File: src/shared/gmp_pkg.sv
// Package with register map, field layout, pin roles and reset values of the pin controller.
package gmp_pkg;

    // Register indices on the register port.
    localparam logic [3:0] GMP_ADDR_IER_A = 4'h0;
    localparam logic [3:0] GMP_ADDR_MCR_A = 4'h1;
    localparam logic [3:0] GMP_ADDR_MSR_A = 4'h2;
    localparam logic [3:0] GMP_ADDR_IER_B = 4'h4;
    localparam logic [3:0] GMP_ADDR_MCR_B = 4'h5;
    localparam logic [3:0] GMP_ADDR_MSR_B = 4'h6;
    localparam logic [3:0] GMP_ADDR_DIR = 4'h8;
    localparam logic [3:0] GMP_ADDR_LVL = 4'h9;
    localparam logic [3:0] GMP_ADDR_MASK = 4'hA;
    localparam logic [3:0] GMP_ADDR_CTRL = 4'hB;

    // Field positions.
    localparam int GMP_IER_MODEM_BIT = 3;
    localparam int GMP_MCR_DTR_BIT = 0;
    localparam int GMP_MSR_CD = 7;
    localparam int GMP_MSR_RI = 6;
    localparam int GMP_MSR_DSR = 5;
    localparam int GMP_MSR_DCD = 3;
    localparam int GMP_MSR_TERI = 2;
    localparam int GMP_MSR_DDSR = 1;

    // Pin roles inside a group of four when the group emulates modem lines.
    localparam int GMP_POS_DSR = 0;
    localparam int GMP_POS_DTR = 1;
    localparam int GMP_POS_CD = 2;
    localparam int GMP_POS_RI = 3;

    // Values after reset.
    localparam logic [7:0] GMP_RST_BYTE = 8'h00;
    localparam logic [7:0] GMP_RST_OE_N = 8'hFF;

    // Layout of the I/O control register.
    typedef struct packed {
        logic [3:0] reserved;
        logic       soft_reset;
        logic       modem_lo;
        logic       modem_hi;
        logic       capture_en;
    } gmp_ctrl_s;

    localparam gmp_ctrl_s GMP_RST_CTRL = '0;

    // One register port request.
    typedef struct packed {
        logic       wr;
        logic       rd;
        logic [3:0] addr;
        logic [7:0] wdata;
    } gmp_req_s;

endpackage

File: src/gmp_sync.sv
// Two-stage synchroniser for the eight general-purpose pin inputs.
`timescale 1ns/100ps
module gmp_sync
    import gmp_pkg::*;
(
    // Clock and reset
    input wire logic ref_clk,
    input wire logic rst,
    // Data
    input wire logic [7:0] d_async,
    output logic [7:0] d_sync
);

    logic [7:0] meta_r;
    logic [7:0] sync_r;

    genvar i;
    generate
        for (i = 0; i < 8; i++)
        begin : g_bit
            always_ff @(posedge ref_clk)
            begin
                if (rst)
                begin
                    meta_r[i] <= 1'b1;
                    sync_r[i] <= 1'b1;
                end
                else
                begin
                    meta_r[i] <= d_async[i];
                    sync_r[i] <= meta_r[i];
                end
            end
        end
    endgenerate

    assign d_sync = sync_r;

endmodule

File: src/gmp_modem_chan.sv
// Modem status register and modem interrupt of one emulated channel.
`timescale 1ns/100ps
module gmp_modem_chan
    import gmp_pkg::*;
(
    // Clock and reset
    input wire logic ref_clk,
    input wire logic rst,
    // Control
    input wire logic modem_mode,
    input wire logic irq_enable,
    input wire logic status_read,
    // Synchronised group pins
    input wire logic [3:0] pins,
    // Status
    output logic [7:0] status,
    output logic irq
);

    logic cd_act;
    logic ri_act;
    logic dsr_act;
    logic cd_q_r;
    logic ri_q_r;
    logic dsr_q_r;
    logic dcd_r;
    logic teri_r;
    logic ddsr_r;
    logic dcd_set;
    logic teri_set;
    logic ddsr_set;

    // The modem inputs are active low, so a low pin reads as an asserted line.
    assign cd_act = modem_mode & ~pins[GMP_POS_CD]; // RULE22 RULE14 RULE11
    assign ri_act = modem_mode & ~pins[GMP_POS_RI]; // RULE22 RULE14 RULE11
    assign dsr_act = modem_mode & ~pins[GMP_POS_DSR]; // RULE22 RULE14 RULE11

    // Changes only count in modem mode; entering it with CD or DSR already active posts a delta.
    assign dcd_set = modem_mode & (cd_act ^ cd_q_r); // RULE12
    assign teri_set = modem_mode & ri_q_r & ~ri_act; // RULE12
    assign ddsr_set = modem_mode & (dsr_act ^ dsr_q_r); // RULE12

    always_ff @(posedge ref_clk)
    begin
        if (rst)
        begin
            cd_q_r <= 1'b0;
            ri_q_r <= 1'b0;
            dsr_q_r <= 1'b0;
            dcd_r <= 1'b0;
            teri_r <= 1'b0;
            ddsr_r <= 1'b0;
        end
        else
        begin
            cd_q_r <= cd_act;
            ri_q_r <= ri_act;
            dsr_q_r <= dsr_act;
            // A new change in the read cycle survives the clear. Leaving modem mode drops
            // old deltas at the next edge, so from then on plain pins show no delta and hold no modem interrupt.
            dcd_r <= dcd_set | (dcd_r & ~status_read & modem_mode); // RULE11 RULE12
            teri_r <= teri_set | (teri_r & ~status_read & modem_mode); // RULE11 RULE12
            ddsr_r <= ddsr_set | (ddsr_r & ~status_read & modem_mode); // RULE11 RULE12
        end
    end

    assign status = {cd_act, ri_act, dsr_act, 1'b0, dcd_r, teri_r, ddsr_r, 1'b0};
    assign irq = irq_enable & (dcd_r | teri_r | ddsr_r); // RULE16 RULE12

endmodule

File: src/gmp_pin_ctrl.sv
// Eight general-purpose pins with modem emulation, input capture and software reset.
`timescale 1ns/100ps
// How it works
// RULE1: Writing control bit 3 resets all logic; the pin synchroniser and read data register are reset by rst only.
// RULE2: Reset request bit clears itself afterwards.
// RULE3: Control bit 2 makes pins 3..0 modem B.
// RULE4: Control bit 1 makes pins 7..4 modem A.
// RULE5: Control bits 7..4 reserved, no function.
// RULE6: Uncaptured mode: pin change interrupts, read clears.
// RULE7: Uncaptured mode: returning pin withdraws interrupt.
// RULE8: Capture mode: change interrupts and captures level.
// RULE9: Capture mode: reading level register clears interrupt.
// RULE10: Capture mode: interrupt and captured level persist.
// RULE11: Plain pins hide modem inputs from status.
// RULE12: Plain pins raise no modem interrupt.
// RULE13: Plain pins ignore the terminal-ready control bit.
// RULE14: Modem pins show their levels in status.
// RULE15: Modem terminal-ready pin follows control bit 0.
// RULE16: Modem pin change interrupts when enabled.
// RULE17: Modem pins ignore direction, level, mask registers.
// RULE18: Plain pins obey direction, level, mask, control.
// RULE19: Direction bit one means output, zero input.
// RULE20: Written level drives only output pins.
// RULE21: Pin interrupts only where mask bit is one.
// RULE22: Modem inputs are active low.
// RULE23: Synchronise pins, merge pending events into interrupt.
// RULE24: Software reset restores all configuration defaults.
module gmp_pin_ctrl
    import gmp_pkg::*;
(
    // Clock and reset
    input wire logic ref_clk,
    input wire logic rst,
    // Register port
    input wire logic reg_wr,
    input wire logic reg_rd,
    input wire logic [3:0] reg_addr,
    input wire logic [7:0] reg_wdata,
    output logic [7:0] reg_rdata,
    // General-purpose pins
    input wire logic [7:0] gpio_i,
    output logic [7:0] gpio_o,
    output logic [7:0] gpio_oe_n,
    // Interrupts
    output logic irq,
    output logic pin_irq,
    output logic modem_irq_a,
    output logic modem_irq_b
);

    gmp_req_s req;
    gmp_ctrl_s ctrl_r;
    gmp_ctrl_s ctrl_wr;
    logic soft_rst_r;
    logic core_rst;
    logic [7:0] ier_a_r;
    logic [7:0] ier_b_r;
    logic [7:0] mcr_a_r;
    logic [7:0] mcr_b_r;
    logic [7:0] dir_r;
    logic [7:0] lvl_out_r;
    logic [7:0] mask_r;
    logic [7:0] base_r;
    logic [7:0] prev_r;
    logic [7:0] pend_r;
    logic [7:0] cap_r;
    logic [7:0] rdata_r;
    logic [7:0] gpio_o_r;
    logic [7:0] gpio_oe_n_r;
    logic [7:0] gpio_o_nxt;
    logic [7:0] gpio_oe_n_nxt;
    logic [7:0] pins_s;
    logic [7:0] modem_bit;
    logic [7:0] watch;
    logic [7:0] change;
    logic [7:0] diff_base;
    logic [7:0] irq_bits;
    logic [7:0] level_view;
    logic [7:0] msr_a;
    logic [7:0] msr_b;
    logic [7:0] rdata_nxt;
    logic wr_ier_a;
    logic wr_ier_b;
    logic wr_mcr_a;
    logic wr_mcr_b;
    logic wr_dir;
    logic wr_lvl;
    logic wr_mask;
    logic wr_ctrl;
    logic rd_msr_a;
    logic rd_msr_b;
    logic rd_lvl;
    logic dtr_a;
    logic dtr_b;

    assign req = '{wr: reg_wr, rd: reg_rd, addr: reg_addr, wdata: reg_wdata};

    // Address decode.
    assign wr_ier_a = req.wr & (req.addr == GMP_ADDR_IER_A);
    assign wr_ier_b = req.wr & (req.addr == GMP_ADDR_IER_B);
    assign wr_mcr_a = req.wr & (req.addr == GMP_ADDR_MCR_A);
    assign wr_mcr_b = req.wr & (req.addr == GMP_ADDR_MCR_B);
    assign wr_dir = req.wr & (req.addr == GMP_ADDR_DIR);
    assign wr_lvl = req.wr & (req.addr == GMP_ADDR_LVL);
    assign wr_mask = req.wr & (req.addr == GMP_ADDR_MASK);
    assign wr_ctrl = req.wr & (req.addr == GMP_ADDR_CTRL);
    assign rd_msr_a = req.rd & (req.addr == GMP_ADDR_MSR_A);
    assign rd_msr_b = req.rd & (req.addr == GMP_ADDR_MSR_B);
    assign rd_lvl = req.rd & (req.addr == GMP_ADDR_LVL);

    // The reserved nibble is never stored, so it reads as zero.
    assign ctrl_wr = '{reserved: 4'h0, // RULE5
                       soft_reset: req.wdata[3],
                       modem_lo: req.wdata[2],
                       modem_hi: req.wdata[1],
                       capture_en: req.wdata[0]};

    // A stored reset request turns into one cycle of core reset and is then cleared
    // by that same reset, so software never sees the bit stuck at one.
    assign core_rst = rst | soft_rst_r; // RULE1 RULE24

    always_ff @(posedge ref_clk)
    begin
        if (rst)
        begin
            soft_rst_r <= 1'b0;
        end
        else
        begin
            soft_rst_r <= wr_ctrl & ctrl_wr.soft_reset & ~soft_rst_r; // RULE1
        end
    end

    // Pin synchronisation; the core only ever looks at pins_s.
    gmp_sync u_sync
    (
        .ref_clk(ref_clk),
        .rst(rst),
        .d_async(gpio_i),
        .d_sync(pins_s) // RULE23
    );

    // Configuration registers, all cleared by hardware or software reset.
    always_ff @(posedge ref_clk)
    begin
        if (core_rst)
        begin
            ctrl_r <= GMP_RST_CTRL; // RULE2 RULE24
            ier_a_r <= GMP_RST_BYTE;
            ier_b_r <= GMP_RST_BYTE;
            mcr_a_r <= GMP_RST_BYTE;
            mcr_b_r <= GMP_RST_BYTE;
            dir_r <= GMP_RST_BYTE;
            lvl_out_r <= GMP_RST_BYTE;
            mask_r <= GMP_RST_BYTE;
        end
        else
        begin
            if (wr_ctrl)
            begin
                ctrl_r <= ctrl_wr;
            end
            if (wr_ier_a)
            begin
                ier_a_r <= req.wdata;
            end
            if (wr_ier_b)
            begin
                ier_b_r <= req.wdata;
            end
            if (wr_mcr_a)
            begin
                mcr_a_r <= req.wdata;
            end
            if (wr_mcr_b)
            begin
                mcr_b_r <= req.wdata;
            end
            if (wr_dir)
            begin
                dir_r <= req.wdata; // RULE19
            end
            if (wr_lvl)
            begin
                lvl_out_r <= req.wdata;
            end
            if (wr_mask)
            begin
                mask_r <= req.wdata;
            end
        end
    end

    // Which pins belong to an emulated modem group.
    assign modem_bit = {{4{ctrl_r.modem_hi}}, {4{ctrl_r.modem_lo}}}; // RULE3 RULE4

    // Only plain inputs with their mask bit set are watched for changes.
    assign watch = ~modem_bit & ~dir_r & mask_r; // RULE17 RULE18 RULE21
    assign change = watch & (pins_s ^ prev_r);
    assign diff_base = watch & (pins_s ^ base_r);

    // Without capture the pending state is the live difference from the level seen
    // at the last read, which withdraws the event once the pin returns.
    assign irq_bits = ctrl_r.capture_en ? pend_r : diff_base; // RULE6 RULE7 RULE8

    // With capture, a pending pin shows the level that raised it.
    assign level_view = ctrl_r.capture_en ? ((pend_r & cap_r) | (~pend_r & pins_s)) : pins_s;

    always_ff @(posedge ref_clk)
    begin
        if (core_rst)
        begin
            // Compare registers start at pins_s: the pin levels after a soft reset, but all ones from the synchroniser during rst.
            prev_r <= pins_s;
            base_r <= pins_s;
            pend_r <= GMP_RST_BYTE;
            cap_r <= GMP_RST_BYTE;
        end
        else
        begin
            prev_r <= pins_s;
            if (rd_lvl | ~ctrl_r.capture_en)
            begin
                base_r <= rd_lvl ? pins_s : base_r; // RULE6
            end
            // A change in the read cycle wins over the clear.
            pend_r <= (ctrl_r.capture_en ? change : 8'h00)
                      | (pend_r & ~{8{rd_lvl}}); // RULE9 RULE10
            cap_r <= (change & ~pend_r & pins_s) | (~(change & ~pend_r) & cap_r); // RULE8 RULE10
        end
    end

    assign pin_irq = |irq_bits; // RULE23

    // Modem status of channel A on pins 7..4 and channel B on pins 3..0.
    gmp_modem_chan u_chan_a
    (
        .ref_clk(ref_clk),
        .rst(core_rst),
        .modem_mode(ctrl_r.modem_hi), // RULE4
        .irq_enable(ier_a_r[GMP_IER_MODEM_BIT]),
        .status_read(rd_msr_a),
        .pins(pins_s[7:4]),
        .status(msr_a),
        .irq(modem_irq_a)
    );

    gmp_modem_chan u_chan_b
    (
        .ref_clk(ref_clk),
        .rst(core_rst),
        .modem_mode(ctrl_r.modem_lo), // RULE3
        .irq_enable(ier_b_r[GMP_IER_MODEM_BIT]),
        .status_read(rd_msr_b),
        .pins(pins_s[3:0]),
        .status(msr_b),
        .irq(modem_irq_b)
    );

    assign irq = pin_irq | modem_irq_a | modem_irq_b; // RULE23

    // The terminal-ready pin is active low, so a set control bit pulls it low.
    assign dtr_a = ~mcr_a_r[GMP_MCR_DTR_BIT]; // RULE15
    assign dtr_b = ~mcr_b_r[GMP_MCR_DTR_BIT]; // RULE15

    // Pin drivers: plain pins follow direction and level, modem groups drive only
    // their terminal-ready pin and leave the three status pins as inputs.
    genvar i;
    generate
        for (i = 0; i < 8; i++)
        begin : g_pin
            if ((i % 4) == GMP_POS_DTR)
            begin : g_dtr
                assign gpio_o_nxt[i] = modem_bit[i] ? ((i >= 4) ? dtr_a : dtr_b)
                                                    : lvl_out_r[i]; // RULE13 RULE15
                assign gpio_oe_n_nxt[i] = modem_bit[i] ? 1'b0 : ~dir_r[i]; // RULE19
            end
            else
            begin : g_gen
                assign gpio_o_nxt[i] = lvl_out_r[i]; // RULE20
                assign gpio_oe_n_nxt[i] = modem_bit[i] | ~dir_r[i]; // RULE17 RULE19 RULE20
            end
        end
    endgenerate

    always_ff @(posedge ref_clk)
    begin
        if (core_rst)
        begin
            gpio_o_r <= GMP_RST_BYTE;
            gpio_oe_n_r <= GMP_RST_OE_N;
        end
        else
        begin
            gpio_o_r <= gpio_o_nxt;
            gpio_oe_n_r <= gpio_oe_n_nxt;
        end
    end

    assign gpio_o = gpio_o_r;
    assign gpio_oe_n = gpio_oe_n_r;

    // Read data mux; unmapped indices return zero.
    always_comb
    begin
        rdata_nxt = 8'h00;
        unique case (req.addr)
            GMP_ADDR_IER_A: rdata_nxt = ier_a_r;
            GMP_ADDR_MCR_A: rdata_nxt = mcr_a_r;
            GMP_ADDR_MSR_A: rdata_nxt = msr_a;
            GMP_ADDR_IER_B: rdata_nxt = ier_b_r;
            GMP_ADDR_MCR_B: rdata_nxt = mcr_b_r;
            GMP_ADDR_MSR_B: rdata_nxt = msr_b;
            GMP_ADDR_DIR: rdata_nxt = dir_r;
            GMP_ADDR_LVL: rdata_nxt = level_view;
            GMP_ADDR_MASK: rdata_nxt = mask_r;
            GMP_ADDR_CTRL: rdata_nxt = ctrl_r;
            default: rdata_nxt = 8'h00;
        endcase
    end

    always_ff @(posedge ref_clk)
    begin
        if (rst)
        begin
            rdata_r <= GMP_RST_BYTE;
        end
        else if (req.rd)
        begin
            rdata_r <= rdata_nxt;
        end
    end

    assign reg_rdata = rdata_r;

endmodule

File: config.mk
export PLATFORM = sky130hd
export DESIGN_NAME = gmp_pin_ctrl
export DESIGN_NICKNAME = d
export VERILOG_FILES = /design/src/shared/gmp_pkg.sv /design/src/gmp_sync.sv /design/src/gmp_modem_chan.sv /design/src/gmp_pin_ctrl.sv
export SDC_FILE = /design/constraint.sdc
export NUM_CORES = 1
export LEC_CHECK = 0
export BUFFER_PORTS_ARGS = -buffer_cell sky130_fd_sc_hd__buf_2
export CAP_MARGIN = 5
export CORE_MARGIN = 1.5
export CORE_UTILIZATION = 30
export CTS_CLUSTER_SIZE = 8
export DETAILED_ROUTE_END_ITERATION = 7
export PLACE_DENSITY = 0.52
export RECOVER_POWER = 25
export SYNTH_ARGS = -nofsm -noshare
export SYNTH_HDL_FRONTEND = slang
export SYNTH_SLANG_ARGS = --single-unit
File: constraint.sdc
create_clock -name ref_clk -period 1.7 [get_ports ref_clk]
set_input_delay 0.085 -clock ref_clk [delete_from_list [all_inputs] [get_ports ref_clk]]
set_output_delay 0.085 -clock ref_clk [all_outputs]
set_load 0.03 [all_outputs]
# Word level (Yosys, flattened, before mapping)
# Cells that the tools add are included.
[word_totals] reg_bits=145 inputBits=24 out_inout_bits=28
[classes] n_eq_ne=9 n_mux=11 bitwise=107 reduce_logical=5
[ops] cell="8-bit bitwise AND" count=10
[ops] cell="8-bit case mux with 10 select lines" count=1
[ops] cell="8-bit 2-to-1 mux" count=6
[ops] cell="1-bit bitwise AND" count=41
[ops] cell="8-bit NOT" count=5
[ops] cell="8-bit bitwise OR" count=3
[ops] cell="1-bit NOT" count=22
[ops] cell="1-bit bitwise OR" count=20
[ops] cell="4-bit == test, second input constant" count=4
[ops] cell="8-bit XOR" count=2
[ops] cell="4-bit by 3-bit == test with 1-bit output, second input constant" count=3
[ops] cell="8-bit OR reduction" count=1
[ops] cell="4-bit by 1-bit == test with 1-bit output, second input constant" count=1
[ops] cell="4-bit by 2-bit == test with 1-bit output, second input constant" count=1
[ops] cell="4-bit logical NOT" count=1
[ops] cell="1-bit 2-to-1 mux" count=4
[ops] cell="2-bit nonzero test" count=2
[ops] cell="1-bit XOR" count=4
[ops] cell="2-bit AND reduction" count=1

# Depth between registers and ports, before layout
# Gate-level depths: netlist of run 1.
[logic_depth] word_depth=8 mapped_depth=7 depth_no_buf=4

# By module
# Synthesis of run 1 repeated with hierarchy kept, for this count alone.
[unflattened] hier_cells=628 hier_area_um2=6179.7
[modules_own_cells] module="gmp_pin_ctrl" n_inst=1 cells_each=531 area_each_um2=5159.9 seq_area_each_um2=2422.3
[modules_own_cells] module="gmp_modem_chan" n_inst=2 cells_each=32 area_each_um2=294.0 seq_area_each_um2=120.1
[modules_own_cells] module="gmp_sync" n_inst=1 cells_each=33 area_each_um2=431.7 seq_area_each_um2=320.3

# Worst setup path after synthesis of run 1
# OpenSTA, ideal clock, no wires.
[synth_path] kind="reg-to-output" start="reg u_chan_a.dcd_r" end="out irq" t_arrival_ns=1.510 t_required_ns=1.615 slack_ns=0.105 stages_incl_launch_ff=5 path_buffers=0 cell_sequence="dfxtp_1 o31a_1 or2_2 or2_2 o31a_1"
[synth_between] elab_chain_len=5
[synth_lines] item="from (decl)" line="gmp_modem_chan.sv:26" source="logic dcd_r;"
[synth_lines] item="from (signal assigned)" line="gmp_modem_chan.sv:61" source="dcd_r <= dcd_set | (dcd_r & ~status_read & modem_mode);"
[synth_lines] item="1-bit bitwise OR (2 in a row)" line="gmp_modem_chan.sv:68" source="assign irq = irq_enable & (dcd_r | teri_r | ddsr_r);"
[synth_lines] item="1-bit bitwise AND" line="gmp_modem_chan.sv:68"
[synth_lines] item="via modem_irq_a" line="gmp_pin_ctrl.sv:47" source="output logic modem_irq_a,"
[synth_lines] item="1-bit bitwise OR (2 in a row)" line="gmp_pin_ctrl.sv:260" source="assign irq = pin_irq | modem_irq_a | modem_irq_b;"
[synth_lines] item="to (decl)" line="gmp_pin_ctrl.sv:45" source="output logic irq,"
# The timed path passes the listed nets, and every way through them passes these cells.

# Worst setup path in the final report of run 1
[layout_path] start="reg u_chan_a.ddsr_r" end="out irq"
[layout_between] elab_chain_len=4
[layout_lines] item="from (decl)" line="gmp_modem_chan.sv:28" source="logic ddsr_r;"
[layout_lines] item="from (signal assigned)" line="gmp_modem_chan.sv:63" source="ddsr_r <= ddsr_set | (ddsr_r & ~status_read & modem_mode);"
[layout_lines] item="1-bit bitwise OR" line="gmp_modem_chan.sv:68"
[layout_lines] item="1-bit bitwise AND" line="gmp_modem_chan.sv:68"
[layout_lines] item="1-bit bitwise OR (2 in a row)" line="gmp_pin_ctrl.sv:260"
# Every way passes these cells.

==> key figures, run 1 <==
Run status
  – Status: finished with violations
  – Violated checks: negative setup slack

Global routing
  – All-Layer GR Usage: 0.176
  – Vias in the first global route: 4864
  – Gr ovfl total: 0
  – Initial antenna violation count: 0
  – Largest net degree at the start of global routing: 63
  – First-pass GRT wire length: 28.0 mm

Final layout
  – Layout cells sized above 1: 0.247
  – Area added between synthesis and finish: 26.5%
  – Ant diodes: 0
  – Fillers: 2005
  – Post-layout nets: 727
  – Final core utilization: 0.390

Die
  – Die width: 145 um
  – I/O pins: 52
  – Rows: 51
  – Starting density of the core: 0.308
  – Die Ht: 145 um
  – Core area: 19700 um2
  – Die Area: 21100 um2

Power
  – Leakage: 3.03 nW
  – Worst VDD drop: 0.681 mV
  – PD cells: 1060 nW/um2

Yosys
  – Top FF cell, synth: dfxtp_1
  – Post-synth EDFFs: 8
  – Sequential area share after synthesis: 0.492
  – Mapped cell area: 6060 um2
  – FFs w/ async S/R, synth: 0
  – Synth cell types: 64
  – Yosys reg bits: 145
  – Mean Syn Cell Area: 9.85 um2
  – Syn. warnings: 0
  – Post-synthesis net count: 639
  – Post-Synthesis Cells: 615

Routing
  – DRT antenna net count: 0
  – Via Count: 4844
  – Drt total wl: 18.0 mm
  – Remaining DRCs: 0
  – Iteration-0 DRC Markers: 440
  – Drt wl/cell: 18.3 um
  – Vias per inst: 4.94
  – DR pass1 iterations: 5

Timing
  – Clock Skews: 0.0101 ns
  – RSZ-0062 raised after global routing: yes
  – Final Max Tran Viols: 0
  – Worst-Margin Slew: 0.555 ns
  – Tcrit/Tclk final: 1.13
  – Highest clock rate: 0.521 GHz
  – Hold WS: 0.0201 ns
  – Fin. Hold Viols: 0
  – Setup Viol. Count Final: 2
  – Relative slew margins: 0.630
  – Min cycle time layout: 1.92 ns
  – Final WS setup: -0.221 ns

Clock tree
  – Buffer depth of the longest clock path: 2
  – Clock root buffer: clkbuf_16
  – Cts bufs inserted: 17
  – Clk slew on worst S/H paths: 0.06 ns
  – Clk sinks: 145
  – # H-tree levels: 4
  – Clk_lat worst skew: 0.43 ns
  – CTS tree: done

Critical path
  – Critical path class: flop to output pin
  – Startpoint types: flop
  – Worst Path Required: 1.62 ns
  – CP arrival: 1.84 ns
  – CP Capture Type: output pin
  – R2R Path Start: ctrl_r[1]$_SDFFE_PP0N_
  – Crit path max fanout: 3
  – Critical Path Start: u_chan_a.ddsr_r$_SDFF_PP0_

Placed design
  – Final Wtd Congestion: 0.866
  – Post-DP HPWL: 12.9 mm
  – IO buf count: 51

Flow run
  – Total of max-cap violations: 0

Hold path
  – HP Start: reg_wdata[5]
  – HP Class: input pin to flop
[kinds of logic (layout without fill, tap and decap cells)]
family,Yosys count,after routing,synth area share
xor gates and xnor gates,20,20,0.0289
AOI/OAI and AO/OA,85,85,0.101
and+or+nand+nor,233,233,0.200
buffers and inverters,52,153,0.0448
DFF,145,145,0.492
muxes,80,80,0.133
[synth_stat cells (6+ instances only)]
master	number	area, um2
nor2b_1	6	37.5
clkbuf_1	22	82.6
nor3b_1	6	45.0
and3_1	8	50.1
nand2b_1	8	50.1
buf_2	13	65.1
mux2i_1	75	751
nand2_1	35	131
and2_1	7	43.8
nor2_1	86	323
o21ai_0	9	45.0
nand3_1	18	90.1
edfxtp_1	8	240
nand3b_1	7	52.6
xor2_1	10	87.6
buf_4	8	60.1
o31ai_1	7	52.6
or2_2	19	119
xnor2_1	10	87.6
a21oi_1	20	100
dfxtp_1	137	2740
[cells in the final DEF, fill, tap and decap left out, types with 4 or more instances in the layout]
cell / synthesis / routed
nor2_1: 86 / 86
and2_1: 7 / 6
or2_2: 19 / 17
mux2_2: 5 / 5
dfxtp_2: 0 / 8
nand3_1: 18 / 18
inv_1: 5 / 5
nor2b_1: 6 / 6
edfxtp_1: 8 / 8
and3_1: 8 / 8
buf_2: 13 / 46
nor3b_1: 6 / 4
o21ai_0: 9 / 8
buf_4: 8 / 41
clkbuf_16: 0 / 17
mux2i_1: 75 / 75
o31a_1: 5 / 5
buf_12: 0 / 6
or3b_1: 4 / 4
a31oi_1: 4 / 4
clkbuf_1: 22 / 13
bufinv_16: 0 / 4
xor2_1: 10 / 10
dfxtp_1: 137 / 129
nand2_1: 35 / 35
inv_6: 0 / 5
nand3b_1: 7 / 7
nor3_1: 5 / 5
xnor2_1: 10 / 10
dlygate4sd3_1: 0 / 9
a21oi_1: 20 / 20
o22ai_1: 4 / 4
a32oi_1: 5 / 5
o31ai_1: 7 / 7
nand4b_1: 4 / 4
nand2b_1: 8 / 8
[power breakdown]
part	switching, mW	internal [mW]
sequential	0.0303	3.49
combinational	0.322	0.208
clock	1.56	2.49
total	1.91	6.18
[worst paths after layout]
| path | end | slack (ns) | cells past startpoint |
|---|---|---|---|
| min | lvl_out_r[5]$_SDFFE_PP0P_ | 0.02 | 3 |
| max reg2reg | reg_rdata[1]$_SDFFE_PP0P_ | 0.08 | 5 |
| max | irq | -0.22 | 5 |
| min reg2reg | u_sync.d_sync[3]$_SDFF_PP1_ | 0.41 | 1 |
[metrics by stage]
stage                     std cells  worst slack (ns)  cell area, um2  setup TNS, ns  total power [mW]
after global routing            981            -0.290            7670         -0.545              8.38
after floorplan                 615             0.105            6060              0              3.89
after CTS                       982            -0.247            7690         -0.417              8.18
after global placement          941            -0.135            6900         -0.195              4.11
after detailed placement        941           -0.0732            6900        -0.0732              4.11
final                           981            -0.221            7670         -0.380              8.10
[routing by layer]
layer,track usage,up-vias,part of all wire
met4,0.0776,0,0.027
met3,0.0500,31,0.059
met2,0.267,168,0.44
met1,0.233,2304,0.47
met5,0,-,0
li1,-,2341,-
[critical path, stage by stage (launching register included)]
cell	delay, ns
dfxtp_2	0.33
o31a_1	0.32
or2_4	0.26
or2_4	0.24
o31a_1	0.12
buf_6	0.14
[cell type report]
class                           instances  area [um2]  share of cell area
Clock buffer                           18         429              0.0560
Clock inverter                         14         203              0.0264
Inverter                                5        18.8             0.00245
Multi-Input combinational cell        418        2880               0.375
Sequential cell                       145        2990               0.390
Tap cell                              265         332              0.0433
Timing Repair Buffer                  116         816               0.106
[timing repair]
action,CTS,global route
endpoints found under the hold margin,9,0
setup buffers,1,0
cloned,0,0
resized for setup,23,3
endpoints found under the setup margin,4,3
hold buffers,9,0
pin swaps,9,5
No activity file was read; power rests on OpenSTA's default activity.
==> run 2, diff against run 1 <==
- RECOVER_POWER: 25 -> 50
==> run 2 against run 1 <==
Effect of this change: the run still ends with negative setup slack left; power about the same; critical path depth stayed put; clock power about the same; global-route usage did not move; die area unchanged; clock skew about the same; sequential cell count is the same; sequential share of layout area up 0.21 points; combinational power shrank 1%; wire length up 0.19%; non-clock buffer count did not move.
==> key figures, run 2 (synthesized netlist as in run 1, its figures left out) <==
Die
  – I/O pins: 52 (unchanged)
  – Die width: 145 um (unchanged)
  – Rows: 51 (unchanged)
  – Die Ht: 145 um (unchanged)
  – Core area: 19700 um2 (unchanged)
  – Die Area: 21100 um2 (unchanged)
  – Starting density of the core: 0.308 (unchanged)

Routing
  – DR pass1 iterations: 5 (unchanged)
  – Via Count: 4843 (-0.021%)
  – Drt total wl: 18.0 mm (+0.19%)
  – Vias per inst: 4.94 (about the same)
  – Drt wl/cell: 18.4 um (+0.19%)
  – DRT antenna net count: 0 (unchanged)
  – Remaining DRCs: 0 (unchanged)
  – Iteration-0 DRC Markers: 451 (+2.5%)

Power
  – Switching Share: 0.237 (+0.000276)
  – Leakage: 2.96 nW (-2.3%)
  – Part of the power in the clock network: 0.500 (about the same)
  – PD cells: 1060 nW/um2 (+0.47%)
  – Comb power frac: 0.065 (about the same)
  – Reg power frac: 0.435 (about the same)
  – Switching power: 1.91 mW (about the same)
  – Worst VDD drop: 0.685 mV (+0.62%)
  – Power after layout: 8.09 mW (about the same)
  – Power Internal: 6.18 mW (-0.10%)

Clock tree
  – Clk slew on worst S/H paths: 0.06 ns (about the same)
  – # H-tree levels: 4 (unchanged)
  – CTS tree: done
  – Cts bufs inserted: 17 (unchanged)
  – Buffer depth of the longest clock path: 2 (unchanged)
  – Clock root buffer: clkbuf_16
  – Clk sinks: 145 (unchanged)
  – Clk_lat worst skew: 0.43 ns (about the same)

Critical path
  – CP arrival: 1.84 ns (about the same)
  – CP top delay family: simple AND/OR/NAND/NOR gates
  – Worst R2R Setup Slack: 0.04 ns (-0.04 ns)
  – CP Capture Type: output pin
  – Crit path max fanout: 3 (unchanged)
  – Max stage delay on crit path: 0.33 ns (about the same)
  – Worst Path Required: 1.62 ns (about the same)
  – Cell chain of the critical path: o31a_1 -> or2_4 -> or2_4 -> o31a_1 -> buf_6
  – Critical path class: flop to output pin
  – Critical path buffers and inverters: 1 (unchanged)
  – Startpoint types: flop
  – Highest-delay cell along the critical path: dfxtp_2

Timing
  – Fin. Hold Viols: 0 (unchanged)
  – Min cycle time layout: 1.92 ns (+0.00187 ns)
  – Worst-Margin Slew: 0.724 ns (+0.169 ns)
  – RSZ-0062 raised after global routing: yes
  – Highest clock rate: 0.520 GHz (about the same)
  – Relative slew margins: 0.518 (-0.112)
  – Hold WS: 0.0156 ns (-0.00443 ns)
  – Clock Skews: 0.0101 ns (-0.0000636 ns)
  – Final Max Tran Viols: 0 (unchanged)
  – Setup TNS: -0.384 ns (-0.00475 ns)
  – Tcrit/Tclk final: 1.13 (about the same)
  – Final WS setup: -0.222 ns (-0.00187 ns)
  – Setup Viol. Count Final: 2 (unchanged)

Final layout
  – Area added between synthesis and finish: 25.8%
  – Ant diodes: 0 (unchanged)
  – Layout cells sized above 1: 0.218 (-0.0293)
  – Commonest non-fill, non-tap cell in the layout: dfxtp_1
  – Post-layout nets: 727 (unchanged)
  – Most frequent cells in the layout: dfxtp_1 (129), nor2_1 (86), mux2i_1 (75), buf_4 (40), nand2_1 (35)
  – Final core utilization: 0.388 (-0.00210)

Run status
  – Status: finished with violations
  – Violated checks: negative setup slack

Global routing
  – All-Layer GR Usage: 0.176 (unchanged)
  – Largest net degree at the start of global routing: 63 (unchanged)
  – Gr ovfl total: 0 (unchanged)
  – Initial antenna violation count: 0 (unchanged)
  – Vias in the first global route: 4864 (unchanged)
  – First-pass GRT wire length: 28.0 mm (unchanged)

Placed design
  – Final Wtd Congestion: 0.866 (unchanged)
  – IO buf count: 51 (unchanged)
  – Post-DP HPWL: 12.9 mm (unchanged)

Flow run
  – Total of max-cap violations: 0 (unchanged)

Hold path
  – HP Class: input pin to flop
==> run 2: through the flow <==
step	cell area, um2	setup WS (ns)	cells
2_1_floorplan	6060	0.105	615
3_3_place_gp	6900	-0.135	941
3_5_place_dp	6900	-0.0732	941
4_1_cts	7690	-0.247	982
5_1_grt	7620	-0.290	981
6_report	7620	-0.222	981
==> run 2: final timing paths <==
path | depth (start not counted) | endpoint | start
worst max-delay path | 5 | irq | u_chan_a.ddsr_r$_SDFF_PP0_
worst min-delay path | 3 | lvl_out_r[5]$_SDFFE_PP0P_ | reg_wdata[5]
worst max register to register | 4 | gpio_oe_n[4]$_SDFF_PP1_ | soft_rst_r$_SDFF_PP0_
worst min register to register | 1 | u_sync.d_sync[3]$_SDFF_PP1_ | u_sync.meta_r[3]$_SDFF_PP1_
==> run 2: repair_timing <==
item,in CTS,in global routing
pin swaps,9,5
setup buffers,1,0
endpoints found under the hold margin,9,0
hold buffers,9,0
endpoints found under the setup margin,4,3
resized for setup,23,3
==> run 2: routing by layer <==
layer  vias to the layer above  part of all wire  GRT usage  wire length [um]
met5                         -                 0          0                 0
met4                         0             0.026     0.0776               468
met3                        27             0.055     0.0500               999
met2                       166              0.44      0.267              7950
met1                      2311              0.48      0.233              8600
li1                       2339                 -          -                 -
==> run 2: cell type report <==
type | count | area (um2)
sequential | 145 | 2990
clock inverter | 14 | 203
inverter | 5 | 18.8
multi-input combinational | 418 | 2880
fill | 2013 | 12000
timing repair buffer | 116 | 774
tap | 265 | 332
clock buffer | 18 | 429
==> run 2: power groups by stage <==
stage,registers (mW),clock network (mW),logic (mW)
floorplan,3.60,0,0.295
global placement,3.59,0,0.513
detailed placement,3.59,0,0.511
CTS,3.52,4.13,0.536
global route,3.52,4.29,0.561
finish,3.52,4.05,0.525
==> run 2: tightest hold or removal path: cells and delay by family <==
family          cells  cell delay (ns)
buf+inv             1             0.17
compound gates      1             0.06
simple gates        1             0.08
==> run 3, diff against run 2 <==
- CORE_ASPECT_RATIO: not set -> 0.6
- SYNTH_HIERARCHICAL: not set -> 1
==> run 3 against run 2 <==
Effect of this change: the flow still finishes with violations (negative setup slack); combinational power barely moved; largest power group is now sequential cells; synthesized cell count rose by 2.1%; largest cell class unchanged; critical path depth did not move; register-to-register slack got worse by 0.05 ns; clock skew fell by 0.0015 ns; final area fell by 1.3%; via count rose by 0.60%; wire length rose by 3.4%; clock-buffer cell count rose by 5.
==> key figures, run 3 <==
Die
  – Die Area: 21500 um2 (+2.1%)
  – Die width: 188 um (+30%)
  – Rows: 40 (-22%)
  – I/O pins: 52 (unchanged)
  – Core area: 20100 um2 (+2.4%)
  – Die Ht: 114 um (-21%)
  – Starting density of the core: 0.307 (-0.00123)

Critical path
  – R2R Path Start: u_sync/d_sync[3]$_SDFF_PP1_
  – Critical path class: flop to output pin
  – Cell chain of the critical path: or4_4 -> nor2_4 -> and3_4 -> a21oi_2 -> buf_6
  – Max stage delay on crit path: 0.55 ns (+0.22 ns)
  – Worst Path Required: 1.62 ns (about the same)
  – Depth of the worst register-to-register path: 5 (+1)
  – Worst R2R Setup Slack: -0.01 ns (-0.05 ns)
  – CP arrival: 1.82 ns (-0.02 ns)
  – Crit path max fanout: 3 (unchanged)
  – Highest-delay cell along the critical path: or4_4
  – Startpoint types: flop
  – CP Capture Type: output pin
  – Worst reg2reg path endpoint: reg_rdata[6]$_SDFFE_PP0P_

Yosys
  – Post-synth top area cell: dfxtp_1
  – Sequential area share after synthesis: 0.483 (-0.00947)
  – Most frequent cell after synthesis: dfxtp_1
  – Top FF cell, synth: dfxtp_1
  – FFs w/ async S/R, synth: 0 (unchanged)
  – Syn. warnings: 6 (+6)
  – Mean Syn Cell Area: 9.84 um2 (-0.15%)
  – Post-Synthesis Cells: 628 (+2.1%)
  – Synth cell types: 64 (unchanged)
  – Post-synth EDFFs: 8 (unchanged)
  – Mapped cell area: 6180 um2 (+2.0%)
  – Yosys reg bits: 145 (unchanged)
  – Yosys top cell area share: 0.444 (-0.00870)
  – Synth area leaders: dfxtp_1 (44%), mux2i_1 (10%), nor2_1 (4.6%)
  – List of most frequent post-synthesis cells: dfxtp_1 (137), nor2_1 (75), mux2i_1 (62), nand2_1 (46), a21oi_1 (30)

Timing
  – Tcrit/Tclk final: 1.12 (-0.0124)
  – Setup Viol. Count Final: 5 (+3)
  – Min cycle time layout: 1.90 ns (-0.0210 ns)
  – Fin. Hold Viols: 0 (unchanged)
  – Hold WS: 0.0191 ns (+0.00352 ns)
  – RSZ-0062 raised after global routing: yes
  – Setup TNS: -0.417 ns (-0.0325 ns)
  – Final WS setup: -0.201 ns (+0.0210 ns)
  – Highest clock rate: 0.526 GHz (+1.1%)
  – Relative slew margins: 0.615 (+0.0977)
  – Clock Skews: 0.00854 ns (-0.00151 ns)
  – Worst-Margin Slew: 0.577 ns (-0.147 ns)
  – Final Max Tran Viols: 0 (unchanged)

Hold path
  – Cells on Worst Hold Path: 3 (unchanged)
  – HP Class: input pin to flop
  – HP Start: reg_wdata[4]
  – Hold endpoint: ier_a_r[4]$_SDFFE_PP0P_

Placed design
  – Post-DP HPWL: 13.9 mm (+7.8%)
  – Final Wtd Congestion: 0.869 (+0.33%)
  – Placed cell areas: 6800 um2 (-1.4%)
  – IO buf count: 51 (unchanged)
  – Placement Setup Slack: 0.0682 ns (+0.141 ns)

Clock tree
  – Cts bufs inserted: 17 (unchanged)
  – Clk sinks: 145 (unchanged)
  – Clk slew on worst S/H paths: 0.06 ns (about the same)
  – Buffer depth of the longest clock path: 2 (unchanged)
  – Clk_lat worst skew: 0.43 ns (about the same)
  – CTS tree: done
  – Clock root buffer: clkbuf_16
  – # H-tree levels: 4 (unchanged)

Global routing
  – All-Layer GR Usage: 0.178 (+0.00184)
  – Gr ovfl total: 0 (unchanged)
  – Initial antenna violation count: 0 (unchanged)
  – Vias in the first global route: 4705 (-3.3%)
  – Largest net degree at the start of global routing: 31 (-51%)
  – First-pass GRT wire length: 28.4 mm (+1.5%)

Flow run
  – Total of max-cap violations: 0 (unchanged)

Final layout
  – Commonest non-fill, non-tap cell in the layout: dfxtp_1
  – Area added between synthesis and finish: 21.8%
  – Post-layout nets: 728 (+0.14%)
  – Most frequent cells in the layout: dfxtp_1 (130), nor2_1 (74), mux2i_1 (62), nand2_1 (46), buf_4 (39)
  – Fillers: 2077 (+3.2%)
  – Ant diodes: 0 (unchanged)
  – Layout cells sized above 1: 0.204 (-0.0143)
  – Post-route design area: 7530 um2 (-1.3%)

Routing
  – Remaining DRCs: 0 (unchanged)
  – Drt wl/cell: 18.8 um (+2.4%)
  – Via Count: 4872 (+0.60%)
  – DR pass1 iterations: 5 (unchanged)
  – Vias per inst: 4.92 (-0.32%)
  – Drt total wl: 18.6 mm (+3.4%)
  – DRT antenna net count: 0 (unchanged)
  – Iteration-0 DRC Markers: 385 (-15%)

Run status
  – Violated checks: negative setup slack
  – Status: finished with violations

Power
  – Worst VDD drop: 0.659 mV (-3.8%)
  – PD cells: 1000 nW/um2 (-5.3%)
  – Leakage: 2.77 nW (-6.5%)
-- run 3: worst max path at each step --
stage                           startpoint                 endpoint  slack, ns  cells past startpoint
finish                pend_r[0]$_SDFF_PP0_                      irq      -0.20                      5
global route        mask_r[6]$_SDFFE_PP0P_                  pin_irq      -0.25                      5
CTS                   pend_r[6]$_SDFF_PP0_                      irq      -0.23                      5
detailed placement  ctrl_r[1]$_SDFFE_PP0N_                  pin_irq       0.07                      5
global placement               reg_addr[3]  ier_b_r[6]$_SDFFE_PP0P_       0.08                      6
floorplan           ctrl_r[1]$_SDFFE_PP0N_                  pin_irq      -0.05                      5
-- run 3: where the power goes --
group | switching, mW | total, mW | internal, mW | leakage (nW)
Combinational | 0.332 | 0.527 | 0.194 | 1.32
Clock | 1.46 | 3.51 | 2.05 | 0.262
Sequential | 0.0365 | 3.52 | 3.49 | 1.19
Total | 1.83 | 7.56 | 5.74 | 2.77
-- run 3: worst max-delay path, delay by kind of cell (launching register included) --
kind | cells | cell delay, ns
simple gates | 3 | 0.87
flops | 1 | 0.35
buf+inv | 1 | 0.14
compound gates | 1 | 0.03
-- run 3: logic make-up (layout without fill, tap and decap cells) --
logic type	Yosys count	in the layout	share of synthesized area
buf+inv	62	149	0.0618
flops	145	145	0.483
compound gates	94	94	0.108
mux	72	72	0.123
xor+xnor	20	20	0.0283
simple gates	233	233	0.196
other cells	2	4	0.00122
-- run 3: final cells by class --
type | count | area [um2] | area share
inverter | 7 | 26.3 | 0.00349
multi-input combinational | 423 | 2950 | 0.392
clock inverter | 9 | 86.3 | 0.0115
sequential | 145 | 3000 | 0.398
clock buffer | 23 | 458 | 0.0608
tap | 273 | 342 | 0.0454
timing repair buffer | 110 | 668 | 0.0888
-- run 3: routing by layer --
| layer | vias to the layer above | track usage | part of all wire |
|---|---|---|---|
| met5 | - | 0 | 0 |
| met4 | 0 | 0.0501 | 0.012 |
| met3 | 21 | 0.0429 | 0.075 |
| met2 | 159 | 0.231 | 0.38 |
| met1 | 2359 | 0.281 | 0.53 |
| li1 | 2333 | - | - |
-- run 3: what timing repair did --
action / CTS / global route
endpoints found under the setup margin: 2 / 2
endpoints found under the hold margin: 8 / 0
buffers inserted: 2 / 1
hold buffers: 8 / 0
pin swaps: 2 / 9
resized for setup: 23 / 16
-- run 3: stage by stage --
step	util	cells	power, mW
after global routing	0.374	990	7.84
after detailed placement	0.338	947	4.09
final	0.374	990	7.56
after CTS	0.374	989	7.62
after global placement	0.338	947	4.09
after floorplan	-	630	3.90
